### config.mk
export PLATFORM = sky130hd
export DESIGN_NAME = global_pin_and_flow_config
export DESIGN_NICKNAME = d
export VERILOG_FILES = /design/src/glob_cfg_pkg.sv /design/src/global_pin_and_flow_config.sv
export SDC_FILE = /design/constraint.sdc
export NUM_CORES = 1
export LEC_CHECK = 0
export ABC_AREA = 0
export BUFFER_PORTS_ARGS = -buffer_cell sky130_fd_sc_hd__buf_2
export CAP_MARGIN = 20
export CORE_UTILIZATION = 46
export CTS_CLUSTER_DIAMETER = 50
export DETAILED_ROUTE_END_ITERATION = 12
export MAX_ROUTING_LAYER = met4
export PLACE_DENSITY = 0.78
export SYNTH_ARGS = -nofsm -noshare
export SYNTH_HDL_FRONTEND = slang
export SYNTH_SLANG_ARGS = --single-unit
### constraint.sdc
create_clock -name sys_clk -period 2.4 [get_ports sys_clk]
set_clock_uncertainty 0.2 [all_clocks]
set_input_delay 0.36 -clock sys_clk [delete_from_list [all_inputs] [get_ports sys_clk]]
set_output_delay 0.36 -clock sys_clk [all_outputs]
set_load 0.005 [all_outputs]
### src/glob_cfg_pkg.sv
package glob_cfg_pkg;

  // register indices on the configuration data port
  localparam logic [7:0] TWO_WIRE_PIN_SELECT_OFS = 8'h2a;
  localparam logic [7:0] RS485_FLOW_CONTROL_OFS = 8'h2b;
  localparam logic [7:0] GPIO_GROUP_FUNCTION_SELECT_OFS = 8'h2c;

  // reset values and writable-bit masks; reserved bits never store
  localparam logic [7:0] TWO_WIRE_RESET = 8'h00;
  localparam logic [7:0] FLOW_RESET = 8'h00;
  localparam logic [7:0] GROUP_FUNC_RESET = 8'h02;
  localparam logic [7:0] TWO_WIRE_WR_MASK = 8'h0e;
  localparam logic [7:0] FLOW_WR_MASK = 8'hff;
  localparam logic [7:0] GROUP_FUNC_WR_MASK = 8'hc7;

  // field positions
  localparam int SDA_BYPASS_BIT = 3;
  localparam int SCL_BYPASS_BIT = 2;
  localparam int PAIR_I2C_BIT = 1;
  localparam int FLOW_EN_LSB = 4;
  localparam int FLOW_INV_LSB = 0;
  localparam int GROUP2_PUSH_PULL_BIT = 7;
  localparam int GROUP1_PUSH_PULL_BIT = 6;
  localparam int THERMAL_EN_BIT = 2;
  localparam int GROUP_FUNC_LSB = 0;

  // pins of the eight-pin group that change role
  localparam int IR_RX_PIN = 4;
  localparam int IR_TX_PIN = 5;

  // glitch filter: a level must stay this long before it is taken
  localparam int CLK_PERIOD_NS = 20;
  localparam int FILTER_NS = 80;
  localparam int FILTER_CYCLES = (FILTER_NS + CLK_PERIOD_NS - 1) / CLK_PERIOD_NS;
  localparam int FILTER_CNT_W = 3;

  typedef enum logic [1:0] {
    FUNC_GPIO_RSVD = 2'b00,
    FUNC_INFRARED = 2'b01,
    FUNC_ALL_GPIO = 2'b10,
    FUNC_UART = 2'b11
  } group_func_t;

  // configuration port request and answer
  typedef struct packed {
    logic wr;
    logic rd;
    logic [7:0] index;
    logic [7:0] wdata;
  } cfg_req_t;

  typedef struct packed {
    logic ack;
    logic [7:0] rdata;
  } cfg_rsp_t;

  typedef struct packed {
    logic [7:0] two_wire;
    logic [7:0] flow;
    logic [7:0] gfunc;
    logic [7:0] rdata;
    logic ack;
    logic [2:0] sda_sync;
    logic [2:0] scl_sync;
    logic sda_filt;
    logic scl_filt;
    logic [FILTER_CNT_W-1:0] sda_cnt;
    logic [FILTER_CNT_W-1:0] scl_cnt;
    logic [1:0] pair_lvl;
    logic [2:0][7:0] grp_sync;
    logic [7:0] grp_in;
    logic [7:0] grp_out;
    logic [7:0] grp_oe_n;
    logic [1:0] pair_out;
    logic [1:0] pair_oe_n;
    logic [3:0] send_req_n;
  } state_t;

endpackage

### src/global_pin_and_flow_config.sv
`timescale 1ns/1ps
// Notes on behaviour
// - Bit 3 of the two-wire pin select register set to one bypasses the data-line glitch filter.
// - Bit 2 of the two-wire pin select register set to one bypasses the clock-line glitch filter.
// - Bit 1 of the two-wire pin select register picks GPIO lines (0) or I2C data/clock (1).
// - Bits 7..4 of the flow register enable auto flow control for UART A, C, D and E.
// - Bits 3..0 of the flow register invert the send-request pin of UART A, C, D and E.
// - A UART's inversion counts only while its auto flow enable is one.
// - Bit 7 of the group function register picks open-drain (0) or push-pull (1) for group two.
// - Bit 6 of the group function register picks open-drain (0) or push-pull (1) for group one.
// - Bit 2 of the group function register enables thermal shutdown.
// - Field 00 makes six pins GPIO, one tri-stated and one held low; field 10 makes all GPIO.
// - Field 01 puts infrared receive and transmit on two pins, the rest stay GPIO.
// - Field 11 hands all eight group pins to the second UART.
// - Reset gives 02h in the group function register and zero in the other two.
// - While the access lock is one, reads and writes of these registers are refused.
module global_pin_and_flow_config (
  input wire logic sys_clk,
  input wire logic nrst,
  input wire glob_cfg_pkg::cfg_req_t cfg_req,
  output glob_cfg_pkg::cfg_rsp_t cfg_rsp,
  input wire logic config_mode_active,
  input wire logic config_access_lock,
  input wire logic [1:0] pair_pin_in,
  output logic [1:0] pair_pin_out,
  output logic [1:0] pair_pin_oe_n,
  input wire logic [1:0] gpio_pair_out,
  input wire logic [1:0] gpio_pair_en,
  output logic gpio_line_five,
  output logic gpio_line_six,
  input wire logic [1:0] i2c_pull_low,
  output logic i2c_sda_in,
  output logic i2c_scl_in,
  input wire logic [3:0] uart_tx_active,
  input wire logic [3:0] uart_modem_rts_n,
  output logic uart_a_send_request_n,
  output logic uart_c_send_request_n,
  output logic uart_d_send_request_n,
  output logic uart_e_send_request_n,
  input wire logic [7:0] grp_pin_in,
  output logic [7:0] grp_pin_out,
  output logic [7:0] grp_pin_oe_n,
  input wire logic [7:0] first_gpio_group_out,
  input wire logic [7:0] first_gpio_group_en,
  output logic [7:0] first_gpio_group_in,
  output logic infrared_receive,
  input wire logic infrared_transmit,
  input wire logic [7:0] uart_b_pin_out,
  input wire logic [7:0] uart_b_pin_drive,
  output logic [7:0] uart_b_pin_in,
  output logic group1_push_pull,
  output logic group2_push_pull,
  output logic thermal_shutdown_enable
);

  glob_cfg_pkg::state_t s;
  glob_cfg_pkg::state_t next_s;

  // one filter step: a level is taken once it has stood FILTER_CYCLES agreeing samples
  function automatic logic [glob_cfg_pkg::FILTER_CNT_W:0] filter_step(
    input logic [2:0] sync,
    input logic filt,
    input logic [glob_cfg_pkg::FILTER_CNT_W-1:0] cnt,
    input logic bypass
  );
    logic agree;
    logic [glob_cfg_pkg::FILTER_CNT_W-1:0] last;
    agree = (sync[2] == sync[1]);
    last = glob_cfg_pkg::FILTER_CYCLES[glob_cfg_pkg::FILTER_CNT_W-1:0] - 3'h1;
    if (bypass)
    begin
      filter_step = {agree ? sync[2] : filt, 3'h0};
    end
    else if (agree && (sync[2] != filt))
    begin
      if (cnt == last)
        filter_step = {sync[2], 3'h0};
      else
        filter_step = {filt, cnt + 3'h1};
    end
    else
    begin
      filter_step = {filt, 3'h0};
    end
  endfunction

  logic access_ok;
  logic hit_two_wire;
  logic hit_flow;
  logic hit_gfunc;
  logic [3:0] flow_en;
  logic [3:0] flow_inv;
  glob_cfg_pkg::group_func_t gfunc_sel;

  // the lock is checked here; entering configuration mode is the host's job
  assign access_ok = config_mode_active & ~config_access_lock;
  assign hit_two_wire = cfg_req.index == glob_cfg_pkg::TWO_WIRE_PIN_SELECT_OFS;
  assign hit_flow = cfg_req.index == glob_cfg_pkg::RS485_FLOW_CONTROL_OFS;
  assign hit_gfunc = cfg_req.index == glob_cfg_pkg::GPIO_GROUP_FUNCTION_SELECT_OFS;
  assign flow_en = s.flow[glob_cfg_pkg::FLOW_EN_LSB +: 4];
  assign flow_inv = s.flow[glob_cfg_pkg::FLOW_INV_LSB +: 4] & flow_en;
  assign gfunc_sel = glob_cfg_pkg::group_func_t'(s.gfunc[glob_cfg_pkg::GROUP_FUNC_LSB +: 2]);

  // next-state logic for registers, synchronisers, filters and pin muxes
  always_comb
  begin
    logic mapped;
    logic pp1;
    logic pp2;
    mapped = hit_two_wire | hit_flow | hit_gfunc;
    pp1 = s.gfunc[glob_cfg_pkg::GROUP1_PUSH_PULL_BIT];
    pp2 = s.gfunc[glob_cfg_pkg::GROUP2_PUSH_PULL_BIT];
    next_s = s;
    next_s.ack = access_ok & (cfg_req.wr | cfg_req.rd) & mapped;
    // writes keep only the defined bits; refused accesses change nothing
    if (access_ok && cfg_req.wr)
    begin
      if (hit_two_wire)
        next_s.two_wire = cfg_req.wdata & glob_cfg_pkg::TWO_WIRE_WR_MASK;
      if (hit_flow)
        next_s.flow = cfg_req.wdata & glob_cfg_pkg::FLOW_WR_MASK;
      if (hit_gfunc)
        next_s.gfunc = cfg_req.wdata & glob_cfg_pkg::GROUP_FUNC_WR_MASK;
    end
    // unmapped reads leave the last answer alone, it belongs to whoever acked
    if (access_ok && cfg_req.rd && mapped)
    begin
      next_s.rdata = hit_two_wire ? s.two_wire :
                     hit_flow ? s.flow :
                     hit_gfunc ? s.gfunc : 8'h00;
    end
    // three-stage synchronisers; only stages two and three are looked at
    next_s.sda_sync = {s.sda_sync[1:0], pair_pin_in[0]};
    next_s.scl_sync = {s.scl_sync[1:0], pair_pin_in[1]};
    next_s.grp_sync = {s.grp_sync[1:0], grp_pin_in};
    for (int i = 0; i < 8; i++)
    begin
      if (s.grp_sync[2][i] == s.grp_sync[1][i])
        next_s.grp_in[i] = s.grp_sync[2][i];
    end
    // pair pins read as gpio: a change counts once stages two and three agree
    if (s.sda_sync[2] == s.sda_sync[1])
      next_s.pair_lvl[0] = s.sda_sync[2];
    if (s.scl_sync[2] == s.scl_sync[1])
      next_s.pair_lvl[1] = s.scl_sync[2];
    {next_s.sda_filt, next_s.sda_cnt} = filter_step(s.sda_sync, s.sda_filt, s.sda_cnt,
      s.two_wire[glob_cfg_pkg::SDA_BYPASS_BIT]);
    {next_s.scl_filt, next_s.scl_cnt} = filter_step(s.scl_sync, s.scl_filt, s.scl_cnt,
      s.two_wire[glob_cfg_pkg::SCL_BYPASS_BIT]);
    // pin pair: i2c pulls low only; gpio follows the group-two output type
    if (s.two_wire[glob_cfg_pkg::PAIR_I2C_BIT])
    begin
      next_s.pair_out = 2'h0;
      next_s.pair_oe_n = ~i2c_pull_low;
    end
    else if (pp2)
    begin
      next_s.pair_out = gpio_pair_out;
      next_s.pair_oe_n = ~gpio_pair_en;
    end
    else
    begin
      next_s.pair_out = 2'h0;
      next_s.pair_oe_n = ~(gpio_pair_en & ~gpio_pair_out);
    end
    // group pins: gpio first, then the special roles override
    if (pp1)
    begin
      next_s.grp_out = first_gpio_group_out;
      next_s.grp_oe_n = ~first_gpio_group_en;
    end
    else
    begin
      next_s.grp_out = 8'h00;
      next_s.grp_oe_n = ~(first_gpio_group_en & ~first_gpio_group_out);
    end
    case (gfunc_sel)
      glob_cfg_pkg::FUNC_GPIO_RSVD:
      begin
        next_s.grp_out[glob_cfg_pkg::IR_RX_PIN] = 1'b0;
        next_s.grp_oe_n[glob_cfg_pkg::IR_RX_PIN] = 1'b1;
        next_s.grp_out[glob_cfg_pkg::IR_TX_PIN] = 1'b0;
        next_s.grp_oe_n[glob_cfg_pkg::IR_TX_PIN] = 1'b0;
      end
      glob_cfg_pkg::FUNC_INFRARED:
      begin
        next_s.grp_out[glob_cfg_pkg::IR_RX_PIN] = 1'b0;
        next_s.grp_oe_n[glob_cfg_pkg::IR_RX_PIN] = 1'b1;
        next_s.grp_out[glob_cfg_pkg::IR_TX_PIN] = infrared_transmit;
        next_s.grp_oe_n[glob_cfg_pkg::IR_TX_PIN] = 1'b0;
      end
      glob_cfg_pkg::FUNC_UART:
      begin
        next_s.grp_out = uart_b_pin_out;
        next_s.grp_oe_n = ~uart_b_pin_drive;
      end
      default:
      begin
        next_s.grp_out = next_s.grp_out; // all eight stay gpio
      end
    endcase
    // send-request: with auto flow on, active low while sending and flipped when inversion is on; otherwise uart_modem_rts_n
    for (int u = 0; u < 4; u++)
    begin
      if (flow_en[u])
        next_s.send_req_n[u] = ~uart_tx_active[u] ^ flow_inv[u];
      else
        next_s.send_req_n[u] = uart_modem_rts_n[u];
    end
  end

  // state register; reset values chosen so pins start high-impedance
  always_ff @(posedge sys_clk)
  begin
    if (!nrst)
    begin
      s <= '0;
      s.two_wire <= glob_cfg_pkg::TWO_WIRE_RESET;
      s.flow <= glob_cfg_pkg::FLOW_RESET;
      s.gfunc <= glob_cfg_pkg::GROUP_FUNC_RESET;
      s.sda_sync <= 3'h7;
      s.scl_sync <= 3'h7;
      s.sda_filt <= 1'b1;
      s.scl_filt <= 1'b1;
      s.pair_lvl <= 2'h3;
      s.grp_oe_n <= 8'hff;
      s.pair_oe_n <= 2'h3;
      s.send_req_n <= 4'hf;
    end
    else
    begin
      s <= next_s;
    end
  end

  // outputs, all from the state register
  assign cfg_rsp.ack = s.ack;
  assign cfg_rsp.rdata = s.rdata;
  assign pair_pin_out = s.pair_out;
  assign pair_pin_oe_n = s.pair_oe_n;
  assign i2c_sda_in = s.two_wire[glob_cfg_pkg::PAIR_I2C_BIT] ? s.sda_filt : 1'b1;
  assign i2c_scl_in = s.two_wire[glob_cfg_pkg::PAIR_I2C_BIT] ? s.scl_filt : 1'b1;
  assign gpio_line_five = s.pair_lvl[0];
  assign gpio_line_six = s.pair_lvl[1];
  assign {uart_a_send_request_n, uart_c_send_request_n} = s.send_req_n[3:2];
  assign {uart_d_send_request_n, uart_e_send_request_n} = s.send_req_n[1:0];
  assign grp_pin_out = s.grp_out;
  assign grp_pin_oe_n = s.grp_oe_n;
  assign first_gpio_group_in = s.grp_in;
  assign infrared_receive = (gfunc_sel == glob_cfg_pkg::FUNC_INFRARED) ?
    s.grp_in[glob_cfg_pkg::IR_RX_PIN] : 1'b1;
  assign uart_b_pin_in = (gfunc_sel == glob_cfg_pkg::FUNC_UART) ? s.grp_in : 8'hff;
  assign group1_push_pull = s.gfunc[glob_cfg_pkg::GROUP1_PUSH_PULL_BIT];
  assign group2_push_pull = s.gfunc[glob_cfg_pkg::GROUP2_PUSH_PULL_BIT];
  assign thermal_shutdown_enable = s.gfunc[glob_cfg_pkg::THERMAL_EN_BIT];

  // a single-cycle spike must not pass the active filter
  AST_SDA_FILTER: assert property (@(posedge sys_clk) disable iff (!nrst)
    !s.two_wire[3] && s.sda_cnt == 3'h0 |=> s.sda_filt == $past(s.sda_filt))
    else $error("data filter passed a level too early");
  AST_SCL_BYPASS: assert property (@(posedge sys_clk) disable iff (!nrst)
    s.two_wire[2] && s.scl_sync[2] == s.scl_sync[1] |=> s.scl_filt == $past(s.scl_sync[2]))
    else $error("clock filter bypass did not follow the pin");
  AST_PAIR_I2C: assert property (@(posedge sys_clk) disable iff (!nrst)
    s.two_wire[1] |=> s.pair_out == 2'h0 && s.pair_oe_n == ~$past(i2c_pull_low))
    else $error("pin pair not under i2c control");
  AST_FLOW_PLAIN: assert property (@(posedge sys_clk) disable iff (!nrst)
    s.flow == 8'hf0 |=> s.send_req_n == ~$past(uart_tx_active))
    else $error("send request does not track transmitter");
  AST_FLOW_INVERT: assert property (@(posedge sys_clk) disable iff (!nrst)
    s.flow == 8'hff |=> s.send_req_n == $past(uart_tx_active))
    else $error("send request inversion missing");
  AST_INV_IGNORED: assert property (@(posedge sys_clk) disable iff (!nrst)
    s.flow[7:4] == 4'h0 |=> s.send_req_n == $past(uart_modem_rts_n))
    else $error("inversion applied without auto flow");
  AST_GROUP2_OD: assert property (@(posedge sys_clk) disable iff (!nrst)
    !s.two_wire[1] && !s.gfunc[7] |=> s.pair_out == 2'h0)
    else $error("open-drain pair drove high");
  AST_GROUP1_OD: assert property (@(posedge sys_clk) disable iff (!nrst)
    s.gfunc[1:0] == 2'b10 && !s.gfunc[6] |=> s.grp_out == 8'h00)
    else $error("open-drain group drove high");
  AST_THERMAL: assert property (@(posedge sys_clk) disable iff (!nrst)
    access_ok && cfg_req.wr && hit_gfunc |=> thermal_shutdown_enable == $past(cfg_req.wdata[2]))
    else $error("thermal enable not written");
  AST_RSVD_PINS: assert property (@(posedge sys_clk) disable iff (!nrst)
    s.gfunc[1:0] == 2'b00 |=> s.grp_oe_n[4] && !s.grp_oe_n[5] && !s.grp_out[5])
    else $error("reserved pins not tri-state and low");
  AST_UART_PINS: assert property (@(posedge sys_clk) disable iff (!nrst)
    s.gfunc[1:0] == 2'b11 |=> s.grp_out == $past(uart_b_pin_out))
    else $error("second uart not on group pins");
  AST_LOCKED: assert property (@(posedge sys_clk) disable iff (!nrst)
    config_access_lock && (cfg_req.wr || cfg_req.rd) |=> !s.ack && $stable(s.gfunc))
    else $error("locked access was taken");
  AST_RESERVED: assert property (@(posedge sys_clk) disable iff (!nrst)
    s.two_wire[7:4] == 4'h0 && !s.two_wire[0] && s.gfunc[5:3] == 3'h0)
    else $error("reserved bit stored");

endmodule

# Yosys cells after proc, flatten, opt, wreduce, memory -nomap -nowiden
# Cells that the tools add are included.
[classes]
n_addsub = 2
mul = 0
div_mod_pow = 0
magnitude_cmp = 0
eq_ne = 21
shift = 0
muxes = 28
bitwise_logic = 30
reduce_logical = 19
[op_table]
columns = ["op", "n"]
rows = [
  ["$mux 4", 8],
  ["$mux 8", 4],
  ["$not 8->8", 4],
  ["$eq 8x6->1 const B", 3],
  ["$mux 16", 1],
  ["$eq 1x1->1", 10],
  ["$mux 1", 9],
  ["$not 1->1", 9],
  ["$and 8x8->8", 1],
  ["$mux 2", 4],
  ["$not 2->2", 4],
  ["$reduce_bool 2->1", 4],
  ["$reduce_or 4->1", 2],
  ["$add 3x1->3 const B", 2],
  ["$eq 3x2->1 const B", 2],
  ["$pmux 2 s3", 1],
  ["$reduce_and 2->1", 3],
  ["$reduce_and 3->1", 2],
  ["$logic_and 1x1->1", 5],
  ["$and 4x4->4", 1],
  ["$ne 2x1->1 const B", 2],
  ["$pmux 2 s2", 1],
  ["$xor 1x1->1", 4],
  ["$and 1x1->1", 3],
  ["other kinds (8)", 11],
]
[totals]
ff_bits = 97
latch_bits = 0
mem_bits_rw = 0
rom_bits = 0
inputBits = 79
output_inout_bits = 57
elab_cells = 129
mem_count = 0

# Longest topological paths before layout
[depth]
word_depth = 5
ltp_mapped = 7
ltp_nobuf = 6

# Worst setup path before layout
# Ideal clock, no wire load.
[synth_timing]
path_type = "input-to-reg"
startpoint = "input port cfg_req[8] in the netlist's numbering"
endpoint = "register s (netlist bit cfg_rsp[3])"
setup_ps = 128
arrival_time_ps = 1834
required_time_ps = 2072
path_slack_ps = 239
path_stages = 6
path_buffers = 2
path_cell_list = "buf_2 > or3b_2 > a2111oi_4 > buf_4 > mux2i_1 > nor2_1"
[synth_between]
elab_chain_len = 4
word_cells_on_any_way = 8
cone_classes = "eq/ne: 3; mux: 2; bitwise: 2; reduce/logical: 1"
[synth_rtl]
columns = ["item", "line_no", "text"]
rows = [
  ["start: declaration", "global_pin_and_flow_config.sv:20", "input wire glob_cfg_pkg::cfg_req_t cfg_req,"],
  ["$eq 8x6->1 (on tied branches)", "global_pin_and_flow_config.sv:97, global_pin_and_flow_config.sv:98", ""],
  ["$or 1x1->1 (2 in a row)", "global_pin_and_flow_config.sv:110", "mapped = hit_two_wire | hit_flow | hit_gfunc;"],
  ["$logic_and 1x1->1", "global_pin_and_flow_config.sv:126", "if (access_ok && cfg_req.rd && mapped)"],
  ["end signal: assignment", "global_pin_and_flow_config.sv:232", "s <= next_s;"],
  ["end: declaration", "global_pin_and_flow_config.sv:56", "glob_cfg_pkg::state_t s;"],
]
# Several ways; a longest one is shown, not always the timed one.
# A chain may end at the register's enable or synchronous reset.

# Worst setup path after layout
[layout_timing]
startpoint = "register s (netlist bit gfunc_sel[0])"
endpoint = "output port uart_b_pin_in[5]"
[layout_between]
elab_chain_len = 2
[layout_rtl]
columns = ["item", "line_no", "text"]
rows = [
  ["$eq 2x2->1", "global_pin_and_flow_config.sv:252", "assign uart_b_pin_in = (gfunc_sel == glob_cfg_pkg::FUNC_UART) ? s.grp_in : 8'hff;"],
  ["$mux 8", "global_pin_and_flow_config.sv:252", ""],
  ["end: declaration", "global_pin_and_flow_config.sv:50", "output logic [7:0] uart_b_pin_in,"],
]
# No other way between the ends.

==> flow_metrics.py <==
metrics = {
    "placed_design": {
        "io_buffers": 135,
        "globalplace.congestion": 0.762,
        "hpwl_mm": 5.94,
    },
    "cts": {
        "cts_root_buffer": "clkbuf_8",
        "cts_sinks": 97,
        "clk_latency_ns": 0.34,
        "cts_made_buffers": 9,
        "ctsLongestPathBuffers": 2,
        "htreeDepth": 3,
        "cts_tree": "built",
        "clkTransAtPathRegs_ns": 0.09,
        "ctsResizeCount": 0,
    },
    "synthesis": {
        "synth_cell_types": 39,
        "syn_nets": 523,
        "yosysTopAreaCell": "dfxtp_1",
        "yosysMostFrequentCell": "dfxtp_1",
        "syn_area_um2": 3940,
        "synth_edf_count": 0,
        "ys_dominant_reg_cell": "dfxtp_1",
        "synth_top_area_share_pct": 49.3,
        "ys_top_cells_by_count": "dfxtp_1, nand2_1, buf_4",
        "yosysWarningCount": 0,
        "syn_area_per_cell_um2": 8.95,
        "ys_seq_area_share_pct": 49.3,
        "ys_seq_elements": 97,
        "async_flop_share_pct": 0,
        "netlist_instances": 440,
        "synth_area_leaders": "dfxtp_1, buf_4, nand2_1",
    },
    "die": {
        "rows": 33,
        "core_um2": 8260,
        "die_area_um2": 8940,
        "start_util_pct": 47.7,
        "dieHeight_um": 94.5,
        "die_w_um": 94.5,
        "io-pin-count": 136,
    },
    "critical_path": {
        "cp-start-kind": "flop",
        "critPathMaxFanout": 13,
        "critPathArrivalTime_ns": 1.65,
        "crit_type": "flop to primary output",
        "crit_required_ns": 1.84,
        "end_kind": "primary output",
    },
    "flow_run": {
        "drv_cap": 0,
    },
    "route": {
        "drt-pass1-iter-count": 4,
        "drc": 0,
        "wire_per_inst_um": 12.8,
        "via_per_inst": 4.87,
        "routed-via-count": 3169,
        "ant_nets": 0,
        "wl_mm": 8.32,
        "first_iter_violations": 63,
    },
    "finish": {
        "nets": 624,
        "area_growth_pct": 19.8,
        "diodes": 0,
        "nFillCells": 752,
        "final_layout_size_suffix_gt1_share_pct": 30.2,
    },
    "timing": {
        "final_hold_viol_count": 0,
        "fmax_mhz": 452,
        "rsz0062_at_grt": "false",
        "relSlewSlack_pct": 58.4,
        "tightest_slew_ns": 0.624,
        "fin_tns_setup_ns": 0,
        "finalSetupViolations": 0,
        "fin_crit_sh_pct": 92.1,
        "finalMaxSlewViolations": 0,
        "period_needed_ns": 2.21,
    },
    "pwr": {
        "p_per_area_nw_per_um2": 631,
        "p_leak_nw": 2.00,
        "power.total_w": 0.00298,
        "ir_drop_uv": 357,
    },
    "global_routing": {
        "antenna_found_initial": 0,
        "grt_first_pass_wirelength_mm": 12.6,
        "grt_max_degree": 66,
        "grt_usage_pct": 18.9,
        "grt_overflow": 0,
        "grt_pass1_vias": 2839,
    },
    "hold_path": {
        "worstHoldPathType": "input port to flop",
    },
    "run_status": {
        "outcome": "finished clean",
    },
}
path summary, 6_finish.rpt:
path / startpoint / to / slack (ns) / depth (start not counted)
max: gfunc_sel[0] / uart_b_pin_in[5] / 0.19 / 3
min reg2reg: next_s[70] / next_s[71] / 0.21 / 1
min: grp_pin_in[3] / next_s[43] / 0.02 / 2
max reg2reg: gfunc_sel[0] / grp_pin_oe_n[2] / 0.48 / 5
registers in the layout, indices dropped and copies added (netlist names), 2 cells and up:
signal               cells
first_gpio_group_in      8
s                       25
next_s                  20
pair_pin_oe_n            2
pair_pin_out             2
grp_pin_out              8
grp_pin_oe_n             8
gfunc_sel                2
flow_en                  4
cfg_rsp                  9
cell usage in the layout (no fill, tap or decap), types with 2 or more instances in the layout:
cell type and instances:
dlygate4sd3_1 5, clkinv_2 2, clkbuf_8 10, o21a_1 2
nand3_1 10, or3b_2 2, o22ai_1 4, o21ai_0 36
xor2_1 4, mux2i_1 21, nand2_1 62, nor3_1 2
buf_4 7, o32ai_1 2, inv_1 16, bufinv_16 2
nand3b_1 3, a21oi_1 19, nor2_1 32, ha_1 4
buf_2 135, dfxtp_1 97, a211oi_1 2, and2_1 25
nand2b_1 19, a32oi_1 2, nor2b_1 3, nor4b_1 2
power by group:
group	switching (W)	leakage [nW]	total [W]	internal [W]
clock network	0.000532	0.113	0.00115	0.000615
registers	0.0000120	0.790	0.00165	0.00164
logic	0.0000886	1.10	0.000180	0.0000917
cell families after synthesis:
group	count (synthesis)	share of synthesized area (%)
AOI/OAI and AO/OA	71	10.6
xor gates and xnor gates	4	0.889
adders and majority gates	4	1.27
buffers and inverters	75	11.0
DFF	97	49.3
muxes	22	5.62
and+or+nand+nor	167	21.3
metal layers:
layer / vias up / GRT usage (%) / wire length, um
met4: 0 / 8.33 / 152
met2: 111 / 33.2 / 3930
met1: 1433 / 20.5 / 3650
met5: - / - / 0
met3: 16 / 4.11 / 583
li1: 1609 / - / -
critical path: stages, from the launching register on:
cell,delay [ns]
dfxtp_1,0.58
and2_1,0.48
nand2b_1,0.11
buf_2,0.14
area by class of cell:
cell class	count	area, um2	area share (%)
timing repair buffer	148	798	16.9
sequential	97	1940	41.1
tap	105	131	2.78
multi-input combinational	268	1560	33.1
clock buffer	11	141	3.00
clock inverter	5	78.8	1.67
inverter	17	63.8	1.35
stage by stage:
step	hold WS [ns]	instance area, um2	setup WS [ns]	cells	utilization, %
detailed placement	0.193	4450	0.200	630	53.9
floorplan	0.186	3940	0.239	440	-
finish	0.0244	4720	0.189	651	57.2
global route	0.00336	4720	0.0768	651	57.2
CTS	0.00372	4720	0.146	651	57.2
global placement	0.188	4450	0.254	630	53.9
what timing repair did:
action                                 4_1_cts  5_1_grt
endpoints found under the hold margin        5        0
hold buffers                                 5        0
setup buffers                                0        0
(Power assumes the default switching activity.)
